**src/rtl/lprt_pkg.sv**
```systemverilog
// shared constants, command and state types for the refresh and precharge tracker
package lprt_pkg;

	// ==========================================================
	// geometry and command/address field positions
	localparam int BANK_COUNT = 8;
	localparam int BANK_W = 3;
	localparam int CA_W = 10;
	localparam int TIMER_W = 8;
	localparam int CA_BA_LO = 7;
	localparam int CA_BA_HI = 9;
	localparam int CA_ALL_BANK = 4;
	localparam int CA_REF_ALL = 3;
	localparam int CA_AUTO_PRE = 0;
	localparam logic [BANK_W-1:0] BANK_FIRST = 3'h0;
	localparam logic [BANK_W-1:0] BANK_LAST = 3'h7;
	localparam logic [BANK_W-1:0] BANK_STEP = 3'h1;

	// ==========================================================
	// timing, times in picoseconds, latencies in clk cycles, burst length in beats (two per clk cycle)
	localparam int CLK_PERIOD_PS = 50000;
	localparam int BURST_LEN = 4;
	localparam int READ_LAT = 3;
	localparam int WRITE_LAT = 1;
	localparam int T_RTP_PS = 7500;
	localparam int T_WR_PS = 15000;
	localparam int T_RPPB_PS = 18000;
	localparam int T_RPAB_PS = 21000;
	localparam int T_RFCPB_PS = 60000;
	localparam int T_RFCAB_PS = 130000;

	function automatic int ruCycles(input int ps);
		int c;
		c = (ps + CLK_PERIOD_PS - 1) / CLK_PERIOD_PS;
		return (c < 1) ? 1 : c;
	endfunction

	function automatic int maxInt(input int a, input int b);
		return (a > b) ? a : b;
	endfunction

	localparam int RD_AP_CYC = BURST_LEN / 2 + maxInt(2, ruCycles(T_RTP_PS)) - 2;
	localparam int WR_AP_CYC = WRITE_LAT + BURST_LEN / 2 + ruCycles(T_WR_PS) + 1;
	localparam logic [TIMER_W-1:0] RD_AP_LOAD = TIMER_W'(maxInt(1, RD_AP_CYC));
	localparam logic [TIMER_W-1:0] WR_AP_LOAD = TIMER_W'(WR_AP_CYC);
	localparam logic [TIMER_W-1:0] RPPB_LOAD = TIMER_W'(ruCycles(T_RPPB_PS));
	localparam logic [TIMER_W-1:0] RPAB_LOAD = TIMER_W'(ruCycles(T_RPAB_PS));
	localparam logic [TIMER_W-1:0] RFCPB_LOAD = TIMER_W'(ruCycles(T_RFCPB_PS));
	localparam logic [TIMER_W-1:0] RFCAB_LOAD = TIMER_W'(ruCycles(T_RFCAB_PS));
	localparam logic [TIMER_W-1:0] BURST_HALF_LOAD = TIMER_W'(BURST_LEN / 2);
	localparam logic [TIMER_W-1:0] TIMER_ONE = 8'h01;
	localparam logic [TIMER_W-1:0] TIMER_ZERO = 8'h00;

	// ==========================================================
	// types
	typedef enum {CMD_NOP, CMD_ACT, CMD_RD, CMD_WR, CMD_BST, CMD_PRE, CMD_REFPB, CMD_REFAB, CMD_OTHER} lprt_cmd_t;

	typedef enum {BANK_IDLE, BANK_ACTIVE, BANK_AP_WAIT, BANK_PRECHARGE, BANK_REFRESH} lprt_bank_state_t;

	typedef struct packed {
		logic csN;
		logic [CA_W-1:0] caRise;
		logic [CA_W-1:0] caFall;
	} lprt_cmd_bus_t;

endpackage

```
**src/rtl/lprt_bank_tracker.sv**
```systemverilog
// device-side bank state, precharge timing and per-bank refresh counter
`timescale 1ns/10ps

// Behaviour
// - each bank's precharge period restarts at its latest precharge of any kind.
// - auto-precharge bursts are never cut short; seamless other-bank bursts continue.
// - refresh decodes from cs low, ca0 low, ca1 low, ca2 high; ca3 picks all-bank.
// - per-bank refresh is accepted only with eight banks.
// - per-bank refresh hits the counter's bank, then counter steps 0 to 7, wrapping.
// - reset command and self-refresh exit clear the refresh counter.
// - counter value names banks like the single-bank precharge bank bits.
// - during per-bank refresh only the refreshed bank is unavailable.
// - a finished per-bank refresh leaves its bank idle.
// - all-bank refresh needs all banks idle and clears the counter.
module lprt_bank_tracker (
	input wire logic clk,
	input wire logic reset,
	input wire logic clkEn,
	input wire lprt_pkg::lprt_cmd_bus_t cmdBus,
	input wire logic resetCmd,
	input wire logic selfRefreshExit,
	output logic [lprt_pkg::BANK_COUNT-1:0] bankActive,
	output logic [lprt_pkg::BANK_COUNT-1:0] bankIdle,
	output logic [lprt_pkg::BANK_W-1:0] refreshCount,
	output logic refreshAccepted,
	output logic cmdError
);

	// ==========================================================
	// command decode
	function automatic lprt_pkg::lprt_cmd_t decodeCmd(input lprt_pkg::lprt_cmd_bus_t b);
		logic [3:0] op;
		op = b.caRise[3:0];
		if (b.csN) begin
			return lprt_pkg::CMD_NOP;
		end
		casez (op)
			4'b??10: return lprt_pkg::CMD_ACT;
			4'b?101: return lprt_pkg::CMD_RD;
			4'b?001: return lprt_pkg::CMD_WR;
			4'b0011: return lprt_pkg::CMD_BST;
			4'b1011: return lprt_pkg::CMD_PRE;
			4'b0100: return lprt_pkg::CMD_REFPB;
			4'b1100: return lprt_pkg::CMD_REFAB;
			default: return lprt_pkg::CMD_OTHER;
		endcase
	endfunction

	lprt_pkg::lprt_cmd_t cmd;
	logic [lprt_pkg::BANK_W-1:0] bankAddr;
	logic autoPre;
	logic allBank;
	logic eightBanks;
	logic refPbOk;
	logic refAbOk;
	logic burstStopBad;
	logic [lprt_pkg::BANK_COUNT-1:0] bankErr;
	logic [lprt_pkg::BANK_COUNT-1:0] next_active;
	logic [lprt_pkg::BANK_COUNT-1:0] next_idle;
	logic [lprt_pkg::BANK_COUNT-1:0] curIdle;
	logic [lprt_pkg::TIMER_W-1:0] apBurstLeft;

	assign cmd = decodeCmd(cmdBus);
	// bank bits share the single-bank precharge layout
	assign bankAddr = cmdBus.caRise[lprt_pkg::CA_BA_HI:lprt_pkg::CA_BA_LO];
	assign autoPre = cmdBus.caFall[lprt_pkg::CA_AUTO_PRE];
	assign allBank = cmdBus.caRise[lprt_pkg::CA_ALL_BANK];
	assign eightBanks = (lprt_pkg::BANK_COUNT == 8);
	assign refPbOk = (cmd == lprt_pkg::CMD_REFPB) && eightBanks && curIdle[refreshCount];
	assign refAbOk = (cmd == lprt_pkg::CMD_REFAB) && (&curIdle);
	// a burst stop may not cut an auto-precharge burst; it is flagged and has no effect
	assign burstStopBad = (cmd == lprt_pkg::CMD_BST) && (apBurstLeft != lprt_pkg::TIMER_ZERO);

	// ==========================================================
	// per-bank state machines
	genvar gb;
	generate
		for (gb = 0; gb < lprt_pkg::BANK_COUNT; gb++) begin : g_bank
			lprt_pkg::lprt_bank_state_t state;
			lprt_pkg::lprt_bank_state_t next_state;
			logic [lprt_pkg::TIMER_W-1:0] timer;
			logic [lprt_pkg::TIMER_W-1:0] next_timer;
			logic hit;
			logic preHit;
			logic timerDone;

			assign hit = (bankAddr == lprt_pkg::BANK_W'(gb));
			assign preHit = (cmd == lprt_pkg::CMD_PRE) && (hit || allBank);
			assign timerDone = (timer <= lprt_pkg::TIMER_ONE);
			assign curIdle[gb] = (state == lprt_pkg::BANK_IDLE);

			always_comb begin
				next_state = state;
				next_timer = timer;
				bankErr[gb] = 1'b0;
				// commands to other banks never disturb this one
				case (state)
					lprt_pkg::BANK_IDLE: begin
						if (cmd == lprt_pkg::CMD_ACT && hit) begin
							next_state = lprt_pkg::BANK_ACTIVE;
						end else if (refPbOk && refreshCount == lprt_pkg::BANK_W'(gb)) begin
							next_state = lprt_pkg::BANK_REFRESH;
							next_timer = lprt_pkg::RFCPB_LOAD;
						end else if (refAbOk) begin
							next_state = lprt_pkg::BANK_REFRESH;
							next_timer = lprt_pkg::RFCAB_LOAD;
						end else if (preHit) begin
							next_state = lprt_pkg::BANK_PRECHARGE;
							next_timer = allBank ? lprt_pkg::RPAB_LOAD : lprt_pkg::RPPB_LOAD;
						end
						if ((cmd == lprt_pkg::CMD_RD || cmd == lprt_pkg::CMD_WR) && hit) begin
							bankErr[gb] = 1'b1;
						end
					end
					lprt_pkg::BANK_ACTIVE: begin
						if (preHit) begin
							next_state = lprt_pkg::BANK_PRECHARGE;
							next_timer = allBank ? lprt_pkg::RPAB_LOAD : lprt_pkg::RPPB_LOAD;
						end else if (cmd == lprt_pkg::CMD_RD && hit && autoPre) begin
							next_state = lprt_pkg::BANK_AP_WAIT;
							next_timer = lprt_pkg::RD_AP_LOAD;
						end else if (cmd == lprt_pkg::CMD_WR && hit && autoPre) begin
							next_state = lprt_pkg::BANK_AP_WAIT;
							next_timer = lprt_pkg::WR_AP_LOAD;
						end
						if (cmd == lprt_pkg::CMD_ACT && hit) begin
							bankErr[gb] = 1'b1;
						end
					end
					lprt_pkg::BANK_AP_WAIT: begin
						// precharge requests are ignored: the auto-precharge runs to its end
						if (timerDone) begin
							next_state = lprt_pkg::BANK_PRECHARGE;
							next_timer = lprt_pkg::RPPB_LOAD;
						end else begin
							next_timer = timer - lprt_pkg::TIMER_ONE;
						end
						if ((cmd == lprt_pkg::CMD_ACT || cmd == lprt_pkg::CMD_RD || cmd == lprt_pkg::CMD_WR) && hit) begin
							bankErr[gb] = 1'b1;
						end
					end
					lprt_pkg::BANK_PRECHARGE: begin
						if (preHit) begin
							next_timer = allBank ? lprt_pkg::RPAB_LOAD : lprt_pkg::RPPB_LOAD;
						end else if (timerDone) begin
							next_state = lprt_pkg::BANK_IDLE;
						end else begin
							next_timer = timer - lprt_pkg::TIMER_ONE;
						end
						if ((cmd == lprt_pkg::CMD_ACT || cmd == lprt_pkg::CMD_RD || cmd == lprt_pkg::CMD_WR) && hit) begin
							bankErr[gb] = 1'b1;
						end
					end
					lprt_pkg::BANK_REFRESH: begin
						if (timerDone) begin
							next_state = lprt_pkg::BANK_IDLE;
						end else begin
							next_timer = timer - lprt_pkg::TIMER_ONE;
						end
						if ((cmd == lprt_pkg::CMD_ACT || cmd == lprt_pkg::CMD_RD || cmd == lprt_pkg::CMD_WR) && hit) begin
							bankErr[gb] = 1'b1;
						end
					end
					default: begin
						next_state = lprt_pkg::BANK_IDLE;
						next_timer = lprt_pkg::TIMER_ZERO;
					end
				endcase
			end

			assign next_active[gb] = (next_state == lprt_pkg::BANK_ACTIVE);
			assign next_idle[gb] = (next_state == lprt_pkg::BANK_IDLE);

			always_ff @(posedge clk) begin
				if (reset) begin
					state <= lprt_pkg::BANK_IDLE;
					timer <= lprt_pkg::TIMER_ZERO;
				end else if (clkEn) begin
					state <= next_state;
					timer <= next_timer;
				end
			end
		end
	endgenerate

	// ==========================================================
	// per-bank refresh counter
	always_ff @(posedge clk) begin
		if (reset) begin
			refreshCount <= lprt_pkg::BANK_FIRST;
		end else if (clkEn) begin
			if (resetCmd || selfRefreshExit) begin
				refreshCount <= lprt_pkg::BANK_FIRST;
			end else if (refAbOk) begin
				refreshCount <= lprt_pkg::BANK_FIRST;
			end else if (refPbOk) begin
				refreshCount <= (refreshCount == lprt_pkg::BANK_LAST) ? lprt_pkg::BANK_FIRST
					: refreshCount + lprt_pkg::BANK_STEP;
			end
		end
	end

	// ==========================================================
	// auto-precharge burst guard
	always_ff @(posedge clk) begin
		if (reset) begin
			apBurstLeft <= lprt_pkg::TIMER_ZERO;
		end else if (clkEn) begin
			if ((cmd == lprt_pkg::CMD_RD || cmd == lprt_pkg::CMD_WR) && autoPre && !bankErr[bankAddr]) begin
				apBurstLeft <= lprt_pkg::BURST_HALF_LOAD;
			end else if (apBurstLeft != lprt_pkg::TIMER_ZERO) begin
				apBurstLeft <= apBurstLeft - lprt_pkg::TIMER_ONE;
			end
		end
	end

	// ==========================================================
	// status outputs, registered so they line up with the bank state
	always_ff @(posedge clk) begin
		if (reset) begin
			bankActive <= '0;
			bankIdle <= '1;
			refreshAccepted <= 1'b0;
			cmdError <= 1'b0;
		end else if (clkEn) begin
			bankActive <= next_active;
			bankIdle <= next_idle;
			refreshAccepted <= refPbOk || refAbOk;
			cmdError <= (|bankErr) || burstStopBad || ((cmd == lprt_pkg::CMD_REFPB) && !refPbOk)
				|| ((cmd == lprt_pkg::CMD_REFAB) && !refAbOk);
		end
	end

endmodule // lprt_bank_tracker

```
**config.mk**
```make
export PLATFORM = sky130hd
export DESIGN_NAME = lprt_bank_tracker
export DESIGN_NICKNAME = d
export VERILOG_FILES = /design/src/rtl/lprt_pkg.sv /design/src/rtl/lprt_bank_tracker.sv
export SDC_FILE = /design/constraint.sdc
export NUM_CORES = 1
export LEC_CHECK = 0
export ABC_CLOCK_PERIOD_IN_PS = 4900
export BUFFER_PORTS_ARGS = -buffer_cell sky130_fd_sc_hd__buf_2
export CAP_MARGIN = 30
export CORE_MARGIN = 2
export CORE_UTILIZATION = 67
export DETAILED_ROUTE_END_ITERATION = 16
export PLACE_DENSITY = 0.85
export SETUP_SLACK_MARGIN = 0.02
export SLEW_MARGIN = 10
export SYNTH_ARGS = -nofsm -noshare
export SYNTH_HDL_FRONTEND = slang
export SYNTH_SLANG_ARGS = --single-unit
```
**constraint.sdc**
```tcl
create_clock -name clk -period 4.9 [get_ports clk]
set_clock_uncertainty 0.15 [all_clocks]
set_input_delay 0.49 -clock clk [delete_from_list [all_inputs] [get_ports clk]]
set_output_delay 0.49 -clock clk [all_outputs]
set_load 0.05 [all_outputs]
```
# After elaboration in Yosys (flattened, before gate mapping)
# Index checks and enable logic that the tools add are counted.
# totals
elab_cells	502
ff_bits	349
inputBits	26
output_inout_bits	21
# classes
mux	221
n_eq_ne	92
n_reduce_logical	147
addsub	10
n_lt_le_gt_ge	10
# op_table
op	n
$mux W32	81
$pmux W32 S5	8
$eq A32 B2 Y1 const B	25
$logic_not A32 Y1	24
$mux W8	82
$eq A32 B3 Y1 const B	10
$pmux W8 S5	8
$eq A32 B1 Y1 const B	8
$eq A32 B4 Y1 const B	4
$logic_and A1 B1 Y1	79
$sub A8 B1 Y8 const B	9
$le A8 B1 Y1 const B	8
$ne A4 B4 Y1 const B	16
$reduce_and A4 Y1	8
$pmux W4 S7	1
$eq A3 B3 Y1 const B	9
$mux W1	27
$pmux W1 S3	8
$reduce_or A3 Y1	8
$logic_or A1 B1 Y1	16
$ne A2 B2 Y1 const B	8
$eq A3 B2 Y1 const B	4
$mux W3	4
$eq A3 B1 Y1 const B	3
15 further kinds	22

# Depth between registers and ports, before layout
# logic_depth
ltp_word	15
mapped_depth	14
depth_no_buf	14

# Least setup slack after synthesis
# Ideal clock, no wire load.
# synth_timing
path_type	in2reg
startpoint	input cmdBus[10] in the netlist's numbering
endpoint	register g_bank[4].timer[5] in the netlist's numbering
arrival_ns	2.679
t_required_ns	4.631
path_buffers	1
path_slack_ns	1.953
setup_ns	0.119
cell_stages	10
path_cell_list	inv_1 > ha_1 > mux2_4 > a311o_2 > nor2_8 > nand2_2 > a311oi_2 > o41ai_1 > buf_2 > o221a_2
# synth_between
elab_chain_len	9
word_cells_on_any_way	35
cone_classes	eq/ne (16); mux (9); reduce/logical (10)
# synth_rtl
element	line_no	text
from (decl)	lprt_bank_tracker.sv:19	input wire lprt_pkg::lprt_cmd_bus_t cmdBus,
$eq A4 B4 Y1, or another cell as far along	lprt_bank_tracker.sv:37	casez (op)
$pmux W4 S7 *	lprt_bank_tracker.sv:37	
$mux W32 *	lprt_bank_tracker.sv:37	
$eq A32 B4 Y1, or another cell as far along	lprt_bank_tracker.sv:70	assign refAbOk = (cmd == lprt_pkg::CMD_REFAB) && (&curIdle);
$logic_and A1 B1 Y1 (on tied branches)	lprt_bank_tracker.sv:70, lprt_bank_tracker.sv:69, lprt_bank_tracker.sv:119	
$mux W8, or another cell as far along	lprt_bank_tracker.sv:104	end else if (refAbOk) begin
$mux W8 (on tied branches)	lprt_bank_tracker.sv:101, lprt_bank_tracker.sv:119	
$mux W8 (on tied branches)	lprt_bank_tracker.sv:99, lprt_bank_tracker.sv:116	
$pmux W8 S5	lprt_bank_tracker.sv:97	case (state)
to (signal assigned)	lprt_bank_tracker.sv:177	timer <= lprt_pkg::TIMER_ZERO;
to (signal assigned)	lprt_bank_tracker.sv:180	timer <= next_timer;
to (decl)	lprt_bank_tracker.sv:81	logic [lprt_pkg::TIMER_W-1:0] timer;
# Every way passes the cells marked *; elsewhere a longest branch is shown, timed or not. The select of a mux whose other input is x is not followed.
# A chain may end at the register's enable or synchronous reset.

# Worst setup path in the final report
# layout_timing
startpoint	register g_bank[4].state[21]
endpoint	register g_bank[1].timer[3] in the netlist's numbering
# layout_between
elab_chain_len	8
word_cells_on_any_way	13
cone_classes	eq/ne (1); mux (6); reduce/logical (6)
# layout_rtl
element	line_no	text
from (decl)	lprt_bank_tracker.sv:79	lprt_pkg::lprt_bank_state_t state;
from (signal assigned)	lprt_bank_tracker.sv:176	state <= lprt_pkg::BANK_IDLE;
from (signal assigned)	lprt_bank_tracker.sv:179	state <= next_state;
$logic_not A32 Y1 *	lprt_bank_tracker.sv:90	assign curIdle[gb] = (state == lprt_pkg::BANK_IDLE);
$bmux W1 S3	lprt_bank_tracker.sv:69	assign refPbOk = (cmd == lprt_pkg::CMD_REFPB) && eightBanks && curIdle[refreshCount];
$mux W1 (not written as such)	lprt_bank_tracker.sv:69	
$logic_and A1 B1 Y1	lprt_bank_tracker.sv:69	
$logic_and A1 B1 Y1	lprt_bank_tracker.sv:101	end else if (refPbOk && refreshCount == lprt_pkg::BANK_W'(gb)) begin
$mux W8	lprt_bank_tracker.sv:101	
$mux W8	lprt_bank_tracker.sv:99	if (cmd == lprt_pkg::CMD_ACT && hit) begin
$pmux W8 S5	lprt_bank_tracker.sv:97	
to (signal assigned)	lprt_bank_tracker.sv:177	
to (signal assigned)	lprt_bank_tracker.sv:180	
to (decl)	lprt_bank_tracker.sv:81	
# Marked as above.

==> impl_summary.txt <==
----------------------------------------------------
[Run status]
  Status ... finished, final reports clean

[Synthesis]
  Most used DFF post-synth ... dfxtp_1
  Total of warnings raised by yosys ... 0
  Proportion of synthesized chip area in sequential cells ... between 40 and 50%
  Main area contributors after synthesis ... dfxtp_1 (43%), and2_1 (9.3%), nor2_1 (3.8%)
  Syn avg cell area ... between 8 and 9 um2
  Net count after synthesis ... a little under 2k
  Biggest area consumer among synthesized cells ... dfxtp_1
  Number of flops mapped to enable cells by yosys ... 0
  Share of flip-flops with an asynchronous set or reset ... 0%
  Post-synthesis instance area ... 0.0162 mm2
  Post-synth top area share ... ~43%
  Flip-flop and latch count after synthesis ... roughly 350
  Most frequent cells after synthesis ... dfxtp_1 (349), and2_1 (242), nor2_1 (162)
  Instance count of the mapped netlist ... about 1.9k
  Synth cell types ... approximately 100
  Count leader, synth ... dfxtp_1

[Clocking]
  Number of H-tree levels ... 2
  TritonCTS clock tree ... yes
  CTS hold repair buffers ... 0
  Clock root buffer ... clkbuf_16
  Clock slew at reported path FFs ... roughly 60 ps
  CTS Buffer Depth ... 3
  Number of clock sinks ... around 350
  Clock insertion delay at the later pin of the skew report ... roughly 540 ps
  Post-CTS Repair Setup Buffers ... 0
  Number of clock buffers inserted by TritonCTS ... 36
  Post-CTS Resized ... 0

[Finish]
  Final cell count without fillers ... around 2.2k
  Diodes inserted ... 0
  Layout overhead on the synthesized area ... 8.93%
  Area of the multi-input gates ... 0.00859 mm2
  Final instance area ... roughly 0.018 mm2
  Fill cell count ... ~1.7k
  Sequential cell area in the final layout ... about 0.0070 mm2
  Final Net Count ... approximately 1.9k
  Fraction of final layout cells with drive strength greater than 1 ... 9.38%

[STA]
  Setup violation total in the final timing report ... 0
  Maximum achievable frequency ... about 270 MHz
  Headroom to the max-slew limit ... ~36%
  Setup TNS Final ... 0 ps
  Ratio of final minimum period to clock period ... between 70% and 80%
  Hold violation total from the final report ... 0
  Final critical-path required period ... 3670 ps
  Transition at the pin with the smallest max-transition slack ... around 960 ps
  Setup repair after global routing missed its margin ... false
  Total count of max-transition violations in the final report ... 0

[Global route]
  Global-route wire length before repair ... around 64,000 um
  Overall fraction of global-route tracks in use ... between 20% and 30%
  Largest net degree at the start of global routing ... 139
  Number of global-route vias before repair ... around 13k
  Number of antenna violations at the first check in global routing ... 0
  Global route total overflow ... 0

[Die]
  X dimension of the die ... 160 um
  Area enclosed by the die boundary ... about 0.025 mm2
  Placement Rows ... 56
  Placeable core region ... about 0.024 mm2
  Starting Density ... 68.6%
  Die H ... about 160 um
  I/O pin cnt ... 47

[Hold path]
  Path category of the worst min-delay check ... input port to flop
  Worst-case hold path end point ... refreshCount[0]
  Hold path startpoint ... resetCmd
  Cell depth of the worst min-delay path ... 4

[Job]
  Max-cap check violation count ... 0

[Detailed routing]
  Post-detailed-routing wire length ... a little under 40,000 um
  Initial detailed-routing violation count ... between 1k and 1.5k
  Number of design rule violations left after detail routing ... 0
  Via/cell ratio ... about 6.3
  Number of iterations in the first detailed-routing pass ... 6
  Post-route antenna net violation count ... 0
  Total via count after detailed routing ... ~14k
  Post-DR wirelength/cell ... 17.5 um

[Worst setup path]
  Highest net fanout along the worst path ... 13
  Element type at the critical path start ... flop
  Reg-to-Reg Start ... g_bank[4].state[21]
  Critical Path RT ... between 5000 and 6000 ps
  Logic depth of the worst register-to-register path ... 10
  Crit path kind ... flop to flop
  Worst-path cell with the longest stage delay ... nor4_4
  R2r setup slk ... between 1000 and 1500 ps
  Arrival time reported for the critical path endpoint ... 3990 ps
  Reg-to-Reg End ... g_bank[1].timer[3]
  CP Cell Sequence ... nor4_1 -> nand4_1 -> nor2_1 -> nand2_1 -> nor4_4 -> buf_6 -> o31ai_1 -> buf_4 -> or4b_1 -> a21oi_1
  Delay of the slowest cell on the worst path ... about 550 ps
  Crit. End Element ... flop

[Pwr]
  Max VDD drop ... approximately 0.34 mV
  Cell leakage power ... a little under 7 nW
  Power density over the cells ... approximately 380 mW/mm2

[Placed design]
  Port Buf Inserts ... 35
  Placed instance count ... ~2.1k
  Last weighted congestion value of the routability-driven placer ... 0.958
  DPL Wire Length ... around 27,000 um
  Instance area after placement ... approximately 0.016 mm2

----------------------------------------------------
where the power goes:
part           switching [mW]  leakage (nW)  internal, mW  total [mW]
Sequential             0.0954          2.82          2.92        3.01
Clock                    1.12         0.555          1.48        2.61
Combinational           0.640          3.51         0.363        1.00
Total                    1.86          6.89          4.76        6.62
worst max-delay path, delay by kind of cell, from the launching register on:
| kind | cells | cell delay, ps |
|---|---|---|
| DFF | 1 | 310 |
| AOI/OAI and AO/OA | 2 | 250 |
| buffers and inverters | 2 | 440 |
| and+or+nand+nor | 6 | 2480 |
final cells by class:
cell class                 count  share of cell area [%]
clock inverter                12                   0.581
tap                          319                    2.26
multi-input combinational   1364                    48.7
clock buffer                  51                    5.83
sequential                   349                    39.6
inverter                      60                    1.28
timing repair buffer          50                    1.81
kinds of logic (layout without fill, tap and decap cells):
group / Yosys count / in the layout / share of synthesized area, %
simple gates: 893 / 893 / 31.0
compound gates: 409 / 409 / 17.6
buf+inv: 159 / 173 / 3.92
flops: 349 / 349 / 43.1
xor+xnor: 11 / 11 / 0.595
mux: 15 / 15 / 1.01
fa+ha+maj: 36 / 36 / 2.78
registers in the layout, indices dropped and copies added, names as in the netlist:
name             flops
bankActive           8
refreshAccepted      1
g_bank.timer        64
apBurstLeft          8
cmdError             1
refreshCount         3
bankIdle             8
g_bank.state       256
how the worst max path moves through the flow:
| stage | to | slack (ps) | startpoint |
|---|---|---|---|
| 2_1_floorplan | g_bank[4].timer[5] | 1950 | cmdBus[10] |
| 3_3_place_gp | g_bank[1].timer[1] | 1080 | cmdBus[11] |
| 3_5_place_dp | g_bank[1].timer[1] | 980 | cmdBus[11] |
| 4_1_cts | g_bank[1].timer[3] | 980 | g_bank[4].state[21] |
| 5_1_grt | g_bank[1].timer[3] | 1030 | g_bank[0].state[16] |
| 6_report | g_bank[1].timer[3] | 1230 | g_bank[4].state[21] |
cells in the final DEF (no fill, tap or decap), types with 14 or more instances in the layout:
cell type,netlist,routed
o31ai_1,16,16
nand3_1,40,40
nand2_1,111,111
nor4_1,66,66
inv_1,59,59
nor3_1,79,79
buf_2,15,34
nor2b_1,24,24
dfxtp_1,349,349
clkbuf_16,0,37
and2_1,242,242
a21oi_1,100,100
a31oi_1,23,23
or3_1,23,23
a211oi_1,26,26
nand4_1,31,31
nor2_1,162,161
or2_2,14,14
o211ai_1,14,14
ha_1,36,36
o21ai_0,69,69
layer usage:
metal	up-vias	global-route usage [%]	share of wire [%]
li1	6733	-	-
met1	6547	38.7	43
met2	549	48.7	47
met3	114	5.50	7.5
met4	0	10.0	3.1
met5	-	0	0
through the flow:
stage	hold slack (ps)	utilization, %	worst slack (ps)	total power [mW]
3_3_place_gp	287	69.8	1080	4.02
3_5_place_dp	292	69.8	983	4.05
5_1_grt	180	74.7	1030	6.89
2_1_floorplan	280	-	1950	3.83
4_1_cts	157	74.6	981	6.64
6_report	178	74.7	1230	6.62
(Power assumes the default switching activity.)
